**src/imtb_pkg.sv**
```systemverilog
// constants and types shared by the interrupt and time-base block
package imtb_pkg;

  // register byte offsets on the AHB-Lite slave
  localparam logic [7:0] PSC0_OFF  = 8'h00;
  localparam logic [7:0] PSC1_OFF  = 8'h04;
  localparam logic [7:0] TIME_BASE0_CONTROL_OFF  = 8'h08;
  localparam logic [7:0] TIME_BASE1_CONTROL_OFF  = 8'h0c;
  localparam logic [7:0] INTC_OFF  = 8'h10;
  localparam logic [7:0] MFSRC_OFF = 8'h14;
  localparam logic [7:0] TBCNT_OFF = 8'h18;

  // prescaler select register fields
  localparam int PSC_SRC_LSB = 0;
  localparam int PSC_SRC_W   = 2;
  localparam logic [1:0] PSC_SRC_RST = 2'h0;
  localparam logic [1:0] PSC_SYS     = 2'h0;
  localparam logic [1:0] PSC_SYS4    = 2'h1;
  localparam int PSC_SUB_BIT = 1;
  localparam logic [1:0] DIV4_LAST   = 2'h3;

  // time-base control register fields
  localparam int TBC_RUN_BIT = 7;
  localparam int TBC_LEN_LSB = 0;
  localparam int TBC_LEN_W   = 3;
  localparam logic       TB_RUN_RST  = 1'b0;
  localparam logic [2:0] TB_LEN_RST  = 3'h0;
  localparam logic [2:0] TB_MAX_CODE = 3'h7;
  localparam int TB_CNT_W = 15;
  localparam logic [14:0] TB_FULL_MASK = 15'h7fff;

  // interrupt control register fields
  localparam int INTC_GIE_BIT    = 0;
  localparam int INTC_ADC_EN_BIT = 1;
  localparam int INTC_TB_EN_LSB  = 2;
  localparam int INTC_SIM_EN_BIT = 4;
  localparam int INTC_MF_EN_LSB  = 5;
  localparam int INTC_ADC_F_BIT  = 8;
  localparam int INTC_TB_F_LSB   = 9;
  localparam int INTC_SIM_F_BIT  = 11;
  localparam int INTC_MF_F_LSB   = 12;

  // shared-channel source register fields
  localparam int MFSRC_F_LSB  = 0;
  localparam int MFSRC_EN_LSB = 8;

  localparam int NUM_MF  = 3;
  localparam int NUM_SRC = 8;
  localparam int NUM_TB  = 2;
  // source bits: 1:0 first timer, 5:2 second and third timer, 7:6 low voltage and eeprom
  localparam logic [2:0][7:0] MF_GROUP = {8'hc0, 8'h3c, 8'h03};

  localparam logic [2:0] HSIZE_WORD = 3'h2;
  localparam logic       HRESP_OKAY = 1'b0;

  typedef enum logic [2:0] {
    VEC_MF0 = 3'h0,
    VEC_MF1 = 3'h1,
    VEC_MF2 = 3'h2,
    VEC_ADC = 3'h3,
    VEC_TB0 = 3'h4,
    VEC_TB1 = 3'h5,
    VEC_SIM = 3'h6
  } imtb_vec_type;

endpackage

```
**src/imtb_intc.sv**
```systemverilog
// interrupt request logic with shared channels and two time-base generators
//
// Summary of operation
// - three shared channels merge timer, voltage, eeprom sources
// - any grouped source setting sets channel flag
// - shared vector needs channel, global enable, stack room
// - shared service clears channel flag and global enable
// - service leaves source flags; only software clears them
// - conversion done sets flag; vectors with both enables
// - conversion service clears its flag and global enable
// - time-base overflow sets flag; vectors when enabled
// - time-base service clears its flag and global enable
// - prescaler source: system, system/4, or sub clock
// - control bit 7 runs the time-base, reset off
// - period is two to eight-plus-code prescaler clocks
// - each timer raises match A and match P requests
// - timer vector needs global, own, channel enables
// - serial flag set on byte, address, timeout events
// - serial service clears its flag and global enable
// - unimplemented select and control bits read zero
// - return-from-interrupt sets global enable again
// - any flag rising edge raises wake-up
//
// The implementer's own choices: the register addresses and register access over AHB-Lite.
`timescale 1ns/10ps

module imtb_intc (
  input  wire logic        I_CORE_CLK,
  input  wire logic        I_RST_N,
  input  wire logic        I_CE,
  input  wire logic        I_HSEL,
  input  wire logic [31:0] I_HADDR,
  input  wire logic [1:0]  I_HTRANS,
  input  wire logic        I_HWRITE,
  input  wire logic [2:0]  I_HSIZE,
  input  wire logic [31:0] I_HWDATA,
  input  wire logic        I_HREADY,
  output logic             O_HREADYOUT,
  output logic             O_HRESP,
  output logic [31:0]      O_HRDATA,
  input  wire logic [7:0]  I_TM_EVT,
  input  wire logic        I_ADC_DONE,
  input  wire logic [2:0]  I_SIM_EVT,
  input  wire logic        I_SUB_CLK,
  input  wire logic        I_STACK_FULL,
  input  wire logic        I_IRQ_ACK,
  input  wire logic        I_RETURN_FROM_INTERRUPT_OP,
  output logic             O_IRQ_REQ,
  output logic [2:0]       O_IRQ_VEC,
  output logic             O_GIE,
  output logic             O_WAKE
);

  typedef struct packed {
    logic [1:0][1:0]  psc_src;
    logic [1:0]       tb_run;
    logic [1:0][2:0]  tb_len;
    logic             gie;
    logic             adc_en;
    logic             sim_en;
    logic [1:0]       tb_en;
    logic [2:0]       mf_en;
    logic             adc_f;
    logic             sim_f;
    logic [1:0]       tb_f;
    logic [2:0]       mf_f;
    logic [7:0]       src_f;
    logic [7:0]       src_en;
    logic [1:0][1:0]  div4;
    logic [1:0][14:0] tb_cnt;
    logic             sub_d;
    logic             req;
    imtb_pkg::imtb_vec_type vec;
    logic             wake;
    logic             wr_pend;
    logic [7:0]       waddr;
    logic [31:0]      rdata;
  } imtb_state_type;

  imtb_state_type   st_r;
  imtb_state_type   st_nxt;
  logic             sub_rise;
  logic [1:0]       tick;
  logic [1:0]       wrap;
  logic [1:0][14:0] len_mask;
  logic [31:0]      rd_word;
  logic             addr_ok;
  logic             ack_take;

  assign sub_rise = I_SUB_CLK & ~st_r.sub_d;
  assign addr_ok  = I_HSEL & I_HTRANS[1] & I_HREADY;
  assign ack_take = I_IRQ_ACK & st_r.req;

  // per time-base prescaler tick and wrap detection
  for (genvar g = 0; g < imtb_pkg::NUM_TB; g++) begin : g_tb
    always_comb begin
      if (st_r.psc_src[g][imtb_pkg::PSC_SUB_BIT]) begin
        tick[g] = sub_rise;
      end else if (st_r.psc_src[g] == imtb_pkg::PSC_SYS4) begin
        tick[g] = (st_r.div4[g] == imtb_pkg::DIV4_LAST);
      end else begin
        tick[g] = 1'b1;
      end
    end
    assign len_mask[g] = imtb_pkg::TB_FULL_MASK >> (imtb_pkg::TB_MAX_CODE - st_r.tb_len[g]);
    assign wrap[g] = st_r.tb_run[g] & tick[g] & ((st_r.tb_cnt[g] & len_mask[g]) == len_mask[g]);
  end

  // read data mux, sampled in the address phase
  always_comb begin
    rd_word = 32'h0;
    if (I_HADDR[31:8] == 24'h0) begin
      case (I_HADDR[7:0])
        imtb_pkg::PSC0_OFF: begin
          rd_word[imtb_pkg::PSC_SRC_LSB +: imtb_pkg::PSC_SRC_W] = st_r.psc_src[0];
        end
        imtb_pkg::PSC1_OFF: begin
          rd_word[imtb_pkg::PSC_SRC_LSB +: imtb_pkg::PSC_SRC_W] = st_r.psc_src[1];
        end
        imtb_pkg::TIME_BASE0_CONTROL_OFF: begin
          rd_word[imtb_pkg::TBC_RUN_BIT] = st_r.tb_run[0];
          rd_word[imtb_pkg::TBC_LEN_LSB +: imtb_pkg::TBC_LEN_W] = st_r.tb_len[0];
        end
        imtb_pkg::TIME_BASE1_CONTROL_OFF: begin
          rd_word[imtb_pkg::TBC_RUN_BIT] = st_r.tb_run[1];
          rd_word[imtb_pkg::TBC_LEN_LSB +: imtb_pkg::TBC_LEN_W] = st_r.tb_len[1];
        end
        imtb_pkg::INTC_OFF: begin
          rd_word[imtb_pkg::INTC_GIE_BIT]          = st_r.gie;
          rd_word[imtb_pkg::INTC_ADC_EN_BIT]       = st_r.adc_en;
          rd_word[imtb_pkg::INTC_TB_EN_LSB +: 2]   = st_r.tb_en;
          rd_word[imtb_pkg::INTC_SIM_EN_BIT]       = st_r.sim_en;
          rd_word[imtb_pkg::INTC_MF_EN_LSB +: 3]   = st_r.mf_en;
          rd_word[imtb_pkg::INTC_ADC_F_BIT]        = st_r.adc_f;
          rd_word[imtb_pkg::INTC_TB_F_LSB +: 2]    = st_r.tb_f;
          rd_word[imtb_pkg::INTC_SIM_F_BIT]        = st_r.sim_f;
          rd_word[imtb_pkg::INTC_MF_F_LSB +: 3]    = st_r.mf_f;
        end
        imtb_pkg::MFSRC_OFF: begin
          rd_word[imtb_pkg::MFSRC_F_LSB +: 8]  = st_r.src_f;
          rd_word[imtb_pkg::MFSRC_EN_LSB +: 8] = st_r.src_en;
        end
        imtb_pkg::TBCNT_OFF: begin
          rd_word = {1'b0, st_r.tb_cnt[1], 1'b0, st_r.tb_cnt[0]};
        end
        default: begin
          rd_word = 32'h0;
        end
      endcase
    end
  end

  always_comb begin
    logic [6:0]  pend;
    logic [14:0] flags_old;
    logic [14:0] flags_new;
    pend      = 7'h0;
    flags_old = 15'h0;
    flags_new = 15'h0;
    st_nxt    = st_r;
    st_nxt.sub_d = I_SUB_CLK;

    // bus data phase: write commits when the transfer completes
    if (st_r.wr_pend && I_HREADY) begin
      case (st_r.waddr)
        imtb_pkg::PSC0_OFF: begin
          st_nxt.psc_src[0] = I_HWDATA[imtb_pkg::PSC_SRC_LSB +: imtb_pkg::PSC_SRC_W];
        end
        imtb_pkg::PSC1_OFF: begin
          st_nxt.psc_src[1] = I_HWDATA[imtb_pkg::PSC_SRC_LSB +: imtb_pkg::PSC_SRC_W];
        end
        imtb_pkg::TIME_BASE0_CONTROL_OFF: begin
          st_nxt.tb_run[0] = I_HWDATA[imtb_pkg::TBC_RUN_BIT];
          st_nxt.tb_len[0] = I_HWDATA[imtb_pkg::TBC_LEN_LSB +: imtb_pkg::TBC_LEN_W];
        end
        imtb_pkg::TIME_BASE1_CONTROL_OFF: begin
          st_nxt.tb_run[1] = I_HWDATA[imtb_pkg::TBC_RUN_BIT];
          st_nxt.tb_len[1] = I_HWDATA[imtb_pkg::TBC_LEN_LSB +: imtb_pkg::TBC_LEN_W];
        end
        imtb_pkg::INTC_OFF: begin
          st_nxt.gie    = I_HWDATA[imtb_pkg::INTC_GIE_BIT];
          st_nxt.adc_en = I_HWDATA[imtb_pkg::INTC_ADC_EN_BIT];
          st_nxt.tb_en  = I_HWDATA[imtb_pkg::INTC_TB_EN_LSB +: 2];
          st_nxt.sim_en = I_HWDATA[imtb_pkg::INTC_SIM_EN_BIT];
          st_nxt.mf_en  = I_HWDATA[imtb_pkg::INTC_MF_EN_LSB +: 3];
          st_nxt.adc_f  = I_HWDATA[imtb_pkg::INTC_ADC_F_BIT];
          st_nxt.tb_f   = I_HWDATA[imtb_pkg::INTC_TB_F_LSB +: 2];
          st_nxt.sim_f  = I_HWDATA[imtb_pkg::INTC_SIM_F_BIT];
          st_nxt.mf_f   = I_HWDATA[imtb_pkg::INTC_MF_F_LSB +: 3];
        end
        imtb_pkg::MFSRC_OFF: begin
          st_nxt.src_f  = I_HWDATA[imtb_pkg::MFSRC_F_LSB +: 8];
          st_nxt.src_en = I_HWDATA[imtb_pkg::MFSRC_EN_LSB +: 8];
        end
        default: begin
          st_nxt.src_en = st_r.src_en;
        end
      endcase
    end
    if (I_HREADY) begin
      st_nxt.wr_pend = addr_ok & I_HWRITE & (I_HSIZE == imtb_pkg::HSIZE_WORD);
      st_nxt.waddr   = (I_HADDR[31:8] == 24'h0) ? I_HADDR[7:0] : 8'hff;
    end
    if (addr_ok && !I_HWRITE) begin
      st_nxt.rdata = rd_word;
    end

    if (I_RETURN_FROM_INTERRUPT_OP) begin
      st_nxt.gie = 1'b1;
    end

    // service acknowledge: clear only the served flag, never source flags
    if (ack_take) begin
      st_nxt.gie = 1'b0;
      unique case (st_r.vec)
        imtb_pkg::VEC_MF0: st_nxt.mf_f[0] = 1'b0;
        imtb_pkg::VEC_MF1: st_nxt.mf_f[1] = 1'b0;
        imtb_pkg::VEC_MF2: st_nxt.mf_f[2] = 1'b0;
        imtb_pkg::VEC_ADC: st_nxt.adc_f = 1'b0;
        imtb_pkg::VEC_TB0: st_nxt.tb_f[0] = 1'b0;
        imtb_pkg::VEC_TB1: st_nxt.tb_f[1] = 1'b0;
        imtb_pkg::VEC_SIM: st_nxt.sim_f = 1'b0;
        default: st_nxt.gie = 1'b0;
      endcase
    end

    // hardware events set after every clear so a same-cycle set wins
    st_nxt.src_f = st_nxt.src_f | I_TM_EVT;
    for (int c = 0; c < imtb_pkg::NUM_MF; c++) begin
      if (|(I_TM_EVT & imtb_pkg::MF_GROUP[c])) begin
        st_nxt.mf_f[c] = 1'b1;
      end
    end
    st_nxt.adc_f = st_nxt.adc_f | I_ADC_DONE;
    st_nxt.sim_f = st_nxt.sim_f | (|I_SIM_EVT);
    st_nxt.tb_f  = st_nxt.tb_f | wrap;

    for (int g = 0; g < imtb_pkg::NUM_TB; g++) begin
      st_nxt.div4[g] = st_r.div4[g] + 2'h1;
      if (!st_r.tb_run[g]) begin
        st_nxt.tb_cnt[g] = 15'h0;
      end else if (tick[g]) begin
        st_nxt.tb_cnt[g] = st_r.tb_cnt[g] + 15'h1;
      end
    end

    flags_old = {st_r.src_f, st_r.mf_f, st_r.tb_f, st_r.sim_f, st_r.adc_f};
    flags_new = {st_nxt.src_f, st_nxt.mf_f, st_nxt.tb_f, st_nxt.sim_f, st_nxt.adc_f};
    st_nxt.wake = |(flags_new & ~flags_old);

    // requests evaluated on the state being loaded
    for (int c = 0; c < imtb_pkg::NUM_MF; c++) begin
      pend[c] = st_nxt.mf_f[c] & st_nxt.mf_en[c]
              & (|(st_nxt.src_f & st_nxt.src_en & imtb_pkg::MF_GROUP[c]));
    end
    pend[3] = st_nxt.adc_f & st_nxt.adc_en;
    pend[4] = st_nxt.tb_f[0] & st_nxt.tb_en[0];
    pend[5] = st_nxt.tb_f[1] & st_nxt.tb_en[1];
    pend[6] = st_nxt.sim_f & st_nxt.sim_en;
    st_nxt.req = st_nxt.gie & ~I_STACK_FULL & (|pend);
    st_nxt.vec = imtb_pkg::VEC_SIM;
    for (int p = 5; p >= 0; p--) begin
      if (pend[p]) begin
        st_nxt.vec = imtb_pkg::imtb_vec_type'(p[2:0]);
      end
    end
  end

  always_ff @(posedge I_CORE_CLK) begin
    if (!I_RST_N) begin
      st_r         <= '0;
      st_r.psc_src <= {2{imtb_pkg::PSC_SRC_RST}};
      st_r.tb_run  <= {2{imtb_pkg::TB_RUN_RST}};
      st_r.tb_len  <= {2{imtb_pkg::TB_LEN_RST}};
      st_r.vec     <= imtb_pkg::VEC_MF0;
    end else if (I_CE) begin
      st_r <= st_nxt;
    end
  end

  assign O_HREADYOUT = I_CE;
  assign O_HRESP     = imtb_pkg::HRESP_OKAY;
  assign O_HRDATA    = st_r.rdata;
  assign O_IRQ_REQ   = st_r.req;
  assign O_IRQ_VEC   = st_r.vec;
  assign O_GIE       = st_r.gie;
  assign O_WAKE      = st_r.wake;
endmodule

```
**config.mk**
```make
export PLATFORM = sky130hd
export DESIGN_NAME = imtb_intc
export DESIGN_NICKNAME = d
export VERILOG_FILES = /design/src/imtb_pkg.sv /design/src/imtb_intc.sv
export SDC_FILE = /design/constraint.sdc
export NUM_CORES = 1
export LEC_CHECK = 0
export BUFFER_PORTS_ARGS = -buffer_cell sky130_fd_sc_hd__buf_4
export CAP_MARGIN = 20
export CORE_ASPECT_RATIO = 1.5
export CORE_MARGIN = 2
export CORE_UTILIZATION = 40
export DETAILED_ROUTE_END_ITERATION = 16
export PLACE_DENSITY = 0.58
export SKIP_LAST_GASP = 1
export SLEW_MARGIN = 20
export SYNTH_ARGS = -nofsm -noshare
export SYNTH_HDL_FRONTEND = slang
export SYNTH_SLANG_ARGS = --single-unit
```
**constraint.sdc**
```tcl
create_clock -name I_CORE_CLK -period 3.21 [get_ports I_CORE_CLK]
set_input_delay 0.1605 -clock I_CORE_CLK [delete_from_list [all_inputs] [get_ports I_CORE_CLK]]
set_output_delay 0.1605 -clock I_CORE_CLK [all_outputs]
set_load 0.01 [all_outputs]
```
; ---- Yosys cells after proc, flatten, opt, wreduce, memory -nomap -nowiden
; Cells that the tools add are included.
[op_classes]
shifts = 2
addsub = 6
n_bitwise = 33
multipliers = 0
mux = 40
div = 0
n_reduce_logical = 24
order_cmp = 0
eq_ne = 26
[ops]
columns = operator, count
row1 = 15-bit 2-to-1 mux, 6
row2 = 31-bit 2-to-1 mux, 2
row3 = 15-bit AND, 3
row4 = 8-bit by 5-bit == test with 1-bit output (second input constant), 5
row5 = 8-bit by 4-bit == test with 1-bit output (second input constant), 4
row6 = 15-bit by 1-bit adder with 15-bit output (second input constant), 2
row7 = 15-bit == test, 2
row8 = 15-bit by 3-bit >> shifter with 15-bit output (first input constant), 2
row9 = 24-bit zero test, 1
row10 = 8-bit 2-to-1 mux, 3
row11 = 1-bit AND, 22
row12 = 7-bit case mux with 3 select lines, 1
row13 = 1-bit 2-to-1 mux, 17
row14 = 8-bit by 3-bit == test with 1-bit output (second input constant), 2
row15 = 8-bit zero test, 2
row16 = 3-bit 2-to-1 mux, 5
row17 = 15-bit inverter, 1
row18 = 15-bit OR reduction, 1
row19 = 2-bit case mux with 7 select lines, 1
row20 = 4-bit case mux with 3 select lines, 1
row21 = 3-bit AND reduction, 4
row22 = 1-bit case mux with 5 select lines, 2
row23 = 3-bit by 2-bit == test with 1-bit output (second input constant), 3
row24 = 3-bit == test (second input constant), 3
row25 = other kinds (21), 36
[totals]
mem_count = 0
register_bits = 124
latch_bits = 0
ramBits = 0
word_cells = 159
inputBits = 91
rom_bits = 0
output_inout_bits = 40

; ---- Depth between registers and ports, before layout
[depth]
ltp_word = 13
mapped_depth = 9
ltp_nobuf = 8

; ---- Worst setup path after synthesis
; OpenSTA, ideal clock, no wires.
[synth_path]
path_kind = register to register
startpoint = register st_r[37] in the netlist's numbering
endpoint = register st_r, in the netlist O_IRQ_VEC[0]
n_path_buf = 2
arrival_time_ns = 2.256
setup_ns = 0.123
synth_period_minus_slack_ns = 2.379
path_stages_with_launch = 10
setup_slack_ns = 0.831
required_time_ns = 3.087
path_cell_list = dfxtp_1 or4b_1 buf_4 nor3_4 buf_6 mux2i_1 o211ai_4 nor2b_1 a311oi_1 o21ai_1
[synth_between]
elab_chain_len = 13
[synth_rtl]
columns = element, line_no
row1 = start: declaration, imtb_intc.sv:80  ; imtb_state_type st_r;
row2 = start signal: assignment, imtb_intc.sv:277  ; st_r <= st_nxt;
row3 = 8-bit by 5-bit == test with 1-bit output, imtb_intc.sv:165  ; case (st_r.waddr)
row4 = 15-bit 2-to-1 mux, imtb_intc.sv:165
row5 = 31-bit 2-to-1 mux *, imtb_intc.sv:164  ; if (st_r.wr_pend && I_HREADY) begin
row6 = 1-bit 2-to-1 mux, imtb_intc.sv:215  ; unique case (st_r.vec)
row7 = 7-bit 2-to-1 mux, imtb_intc.sv:213  ; if (ack_take) begin
row8 = 2-bit bitwise OR, imtb_intc.sv:236  ; st_nxt.tb_f = st_nxt.tb_f | wrap;
row9 = 1-bit AND, imtb_intc.sv:258  ; pend[5] = st_nxt.tb_f[1] & st_nxt.tb_en[1];
row10 = 2-bit 2-to-1 mux, imtb_intc.sv:263  ; if (pend[p]) begin
row11 = 3-bit 2-to-1 mux (4 in series), imtb_intc.sv:263
row12 = 3-bit 2-to-1 mux *, imtb_intc.sv:263
; Mark *: on every way between the ends. The rest lies on a longest branch, timed or not.
; A chain may end at the register's enable or synchronous reset.

; ---- Worst setup path in the final report
[layout_path]
startpoint = register st_r[37] in the netlist's numbering
endpoint = register st_r, in the netlist O_WAKE
[layout_between]
elab_chain_len = 8
[layout_rtl]
columns = element, line_no
row1 = 8-bit by 5-bit == test with 1-bit output, imtb_intc.sv:165
row2 = 15-bit 2-to-1 mux, imtb_intc.sv:165
row3 = 31-bit 2-to-1 mux *, imtb_intc.sv:164
row4 = 1-bit 2-to-1 mux, imtb_intc.sv:215
row5 = 7-bit 2-to-1 mux, imtb_intc.sv:213
row6 = 1-bit bitwise OR (tied with other cells), imtb_intc.sv:234  ; st_nxt.adc_f = st_nxt.adc_f | I_ADC_DONE;
row7 = 15-bit AND *, imtb_intc.sv:249  ; st_nxt.wake = |(flags_new & ~flags_old);
row8 = 15-bit OR reduction *, imtb_intc.sv:249
; Marked as above.

==> report_table.html <==
<table>
<tr><th>Metric</th><th>Value</th></tr>
<tr><th colspan="2">Critical path</th></tr>
<tr><td>Number of cells traversed by the worst register-to-register path</td><td>7</td></tr>
<tr><td>Launch point of the worst path</td><td>st_r[37]$_SDFFE_PN0P_</td></tr>
<tr><td>Data arrival time of the worst path</td><td>3.04 ns</td></tr>
<tr><td>Critical R2R Launch</td><td>st_r[37]$_SDFFE_PN0P_</td></tr>
<tr><td>Critical path type</td><td>register to register</td></tr>
<tr><td>Biggest fanout along the worst timing path</td><td>9</td></tr>
<tr><td>Launching element type of the critical path</td><td>register</td></tr>
<tr><td>Critical path capture point type</td><td>register</td></tr>
<tr><td>Required time reported for the critical path endpoint</td><td>3.50 ns</td></tr>
<tr><th colspan="2">Min path</th></tr>
<tr><td>Hold path depth</td><td>3</td></tr>
<tr><td>Kind of path behind the tightest hold check</td><td>input port to register</td></tr>
<tr><td>Startpoint of the lowest-slack hold path</td><td>I_HTRANS[1]</td></tr>
<tr><th colspan="2">Timing</th></tr>
<tr><td>Worst Hold Margin</td><td>0.0137 ns</td></tr>
<tr><td>Sum of negative setup slack</td><td>0 ns</td></tr>
<tr><td>Clock period minus worst slack</td><td>2.75 ns</td></tr>
<tr><td>Actual slew at the worst max-slew pin</td><td>0.863 ns</td></tr>
<tr><td>Final worst clock skew</td><td>0.0116 ns</td></tr>
<tr><td>RSZ-0062 raised after global routing</td><td>no</td></tr>
<tr><td>Slew Limit Fails</td><td>0</td></tr>
<tr><td>Max_slew headroom</td><td>0.424</td></tr>
<tr><td>Share of the clock period used by the worst path after layout</td><td>0.855</td></tr>
<tr><td>Final hold violation count</td><td>0</td></tr>
<tr><td>Final setup fails</td><td>0</td></tr>
<tr><td>Fmax achieved</td><td>0.364 GHz</td></tr>
<tr><th colspan="2">Job</th></tr>
<tr><td>Max cap viols</td><td>0</td></tr>
<tr><th colspan="2">Route</th></tr>
<tr><td>Vias</td><td>6136</td></tr>
<tr><td>Antenna-violating nets left</td><td>0</td></tr>
<tr><td>1st-pass router iterations</td><td>5</td></tr>
<tr><td>Wire length per cell after detailed routing</td><td>18.3 µm</td></tr>
<tr><td>Starting DRT DRC Count</td><td>350</td></tr>
<tr><td>Mean number of vias per cell</td><td>5.56</td></tr>
<tr><td>Routed wire length</td><td>20.1 mm</td></tr>
<tr><td>Residual DRC count</td><td>0</td></tr>
<tr><th colspan="2">Place</th></tr>
<tr><td>HPWL after detailed placement</td><td>14.9 mm</td></tr>
<tr><td>Cell total after placement</td><td>1069</td></tr>
<tr><td>Global placer's final weighted congestion</td><td>0.874</td></tr>
<tr><td>Buffers on Ports</td><td>111</td></tr>
<tr><th colspan="2">CTS</th></tr>
<tr><td>Count of hold-fix buffers inserted at cts</td><td>2</td></tr>
<tr><td>Sinks on Clock Net</td><td>123</td></tr>
<tr><td>Post-CTS Setup Bufs</td><td>0</td></tr>
<tr><td>H-tree Lvls</td><td>4</td></tr>
<tr><td>CTS buffer count</td><td>17</td></tr>
<tr><td>Master cell of the clock root buffer</td><td>clkbuf_16</td></tr>
<tr><td>TritonCTS clock tree</td><td>done</td></tr>
<tr><td>Clock transition at path regs</td><td>0.06 ns</td></tr>
<tr><td>Longest Clk Path Bufs</td><td>2</td></tr>
<tr><td>Post-cts gate resize count</td><td>0</td></tr>
<tr><td>Clock insertion delay at the later pin of the skew report</td><td>0.42 ns</td></tr>
<tr><th colspan="2">Floorplanning</th></tr>
<tr><td>Number of I/O pins</td><td>131</td></tr>
<tr><td>Effective utilization at floorplan</td><td>0.405</td></tr>
<tr><td>Horizontal die dimension</td><td>108 µm</td></tr>
<tr><td>Die extent in y</td><td>160 µm</td></tr>
<tr><td>Area of the die</td><td>0.0173 mm²</td></tr>
<tr><td>Number of cell rows</td><td>57</td></tr>
<tr><td>Core outline area</td><td>0.0160 mm²</td></tr>
<tr><th colspan="2">Yosys</th></tr>
<tr><td>Number of unique standard cell types used by synthesis</td><td>62</td></tr>
<tr><td>Synthesized instance count</td><td>816</td></tr>
<tr><td>Warning count from the yosys run</td><td>0</td></tr>
<tr><td>Sequential share of the synthesized area</td><td>0.379</td></tr>
<tr><td>Top flip-flop cell by instance count after synthesis</td><td>dfxtp_1</td></tr>
<tr><td>Avg Inst Size Synth</td><td>7.97 µm²</td></tr>
<tr><td>Count of flip-flops with a built-in enable after synthesis</td><td>0</td></tr>
<tr><td>Flops &amp; latches, synth</td><td>123</td></tr>
<tr><td>Synthesized cell area</td><td>0.00650 mm²</td></tr>
<tr><td>Fraction of registers with async set/reset</td><td>0</td></tr>
<tr><th colspan="2">Power and ir drop</th></tr>
<tr><td>Power per unit of standard cell area</td><td>484 mW/mm²</td></tr>
<tr><td>Worst IR drop on VDD</td><td>0.281 mV</td></tr>
<tr><td>Clock power share</td><td>0.504</td></tr>
<tr><td>Switching power total</td><td>947 µW</td></tr>
<tr><td>Internal power</td><td>2.87 mW</td></tr>
<tr><td>Static leakage</td><td>3.00 nW</td></tr>
<tr><td>Switching share of power</td><td>0.248</td></tr>
<tr><td>Sequential group share of total power</td><td>0.417</td></tr>
<tr><td>Proportion of power drawn by combinational gates</td><td>0.079</td></tr>
<tr><th colspan="2">Layout</th></tr>
<tr><td>Ant. Diodes</td><td>0</td></tr>
<tr><td>Layout area overhead</td><td>21.2%</td></tr>
<tr><td>Final-stage net count</td><td>979</td></tr>
<tr><td>Final standard cell count with taps included and fillers excluded</td><td>1103</td></tr>
<tr><td>Fraction of layout instances using a drive strength above 1</td><td>0.195</td></tr>
<tr><th colspan="2">Global route</th></tr>
<tr><td>Initial antenna violation count</td><td>0</td></tr>
<tr><td>Global-route wire length before repair</td><td>32.4 mm</td></tr>
<tr><td>Pin count of the biggest net entering global routing</td><td>46</td></tr>
<tr><td>Overflow left after global routing</td><td>0</td></tr>
<tr><td>Vias in the first global route</td><td>5993</td></tr>
<tr><td>Global-route usage over all layers</td><td>0.240</td></tr>
<tr><th colspan="2">Status</th></tr>
<tr><td>Status</td><td>finished clean</td></tr>
</table>
## synthesized netlist by cell type, drive strengths merged (9+ instances only)
| library cell | instances | area [µm²] |
|---|---|---|
| mux2i | 33 | 330 |
| xor2 | 18 | 158 |
| a21oi | 53 | 265 |
| a22oi | 32 | 240 |
| a221oi | 9 | 78.8 |
| nand2 | 89 | 334 |
| buf | 45 | 320 |
| o21ai | 65 | 325 |
| nor2 | 114 | 428 |
| inv | 19 | 71.3 |
| nand4 | 17 | 106 |
| clkbuf | 34 | 128 |
| nor4 | 11 | 81.3 |
| nand3 | 18 | 90.1 |
| o31ai | 11 | 82.6 |
| dfxtp | 123 | 2460 |
## through the flow
stage / instance area (µm²) / setup WS (ns) / power (mW) / utilization
after floorplan: 6510 / 0.831 / 1.77 / -
after global placement: 7270 / 0.508 / 1.92 / 0.453
after detailed placement: 7270 / 0.495 / 1.92 / 0.453
after CTS: 7890 / 0.457 / 3.84 / 0.491
after global routing: 7890 / 0.221 / 3.95 / 0.491
final: 7890 / 0.464 / 3.82 / 0.491
## worst paths after layout
check	end	slack [ns]
min	st_r[40]$_SDFFE_PN0P_	0.01
max	O_WAKE$_SDFFE_PN0P_	0.46
min reg2reg	O_HRDATA[0]$_SDFFE_PN0P_	0.46
max reg2reg	O_WAKE$_SDFFE_PN0P_	0.46
## kinds of logic after synthesis
family	count (synthesis)	synth area share
simple gates	310	0.230
compound gates	214	0.207
flops	123	0.379
buf+inv	100	0.0810
mux	38	0.0600
xor+xnor	26	0.0350
fa+ha+maj	4	0.00769
other cells	1	0.000576
## worst max-delay path, stage by stage, from the launching register on
cell and delay [ns]:
dfxtp_1 0.33, or4b_1 0.76, nor3_4 0.42, mux2i_1 0.18, a31oi_2 0.31, o22ai_1 0.13
a2111oi_0 0.35, a21oi_1 0.13
## routing by layer
layer  track usage  vias up  share of wire
met5             0        -              0
met4         0.107        0          0.038
met3        0.0392       46          0.042
met2         0.412      186           0.50
met1         0.290     2894           0.42
li1              -     3010              -
## power groups by stage
stage / registers (mW) / logic (mW) / clock network (mW)
floorplan: 1.61 / 0.160 / 0
global placement: 1.63 / 0.296 / 0
detailed placement: 1.63 / 0.299 / 0
CTS: 1.59 / 0.302 / 1.94
global route: 1.60 / 0.332 / 2.02
finish: 1.59 / 0.302 / 1.92
## cells in the final DEF, fill, tap and decap left out, types with 19 or more instances in the layout
cell	synthesis	final
o21ai_0	64	64
a21oi_1	53	53
dfxtp_1	123	123
buf_4	38	124
nand2_1	89	89
mux2i_1	33	33
nor2_1	114	114
inv_1	19	19
a22oi_1	32	32
## flip-flops by register name, summed over array words and instances (netlist names)
signal     cells
O_WAKE         1
O_IRQ_REQ      1
O_HRDATA      31
st_r          86
O_IRQ_VEC      3
O_GIE          1
## area by class of cell
cell class                 count  area (µm²)
fill                        1603        8160
multi-input combinational    594        3520
sequential                   123        2460
timing repair buffer         127         971
clock buffer                  19         453
tap                          206         258
clock inverter                13         144
inverter                      21        78.8
Power figures use the tool's default switching activity.
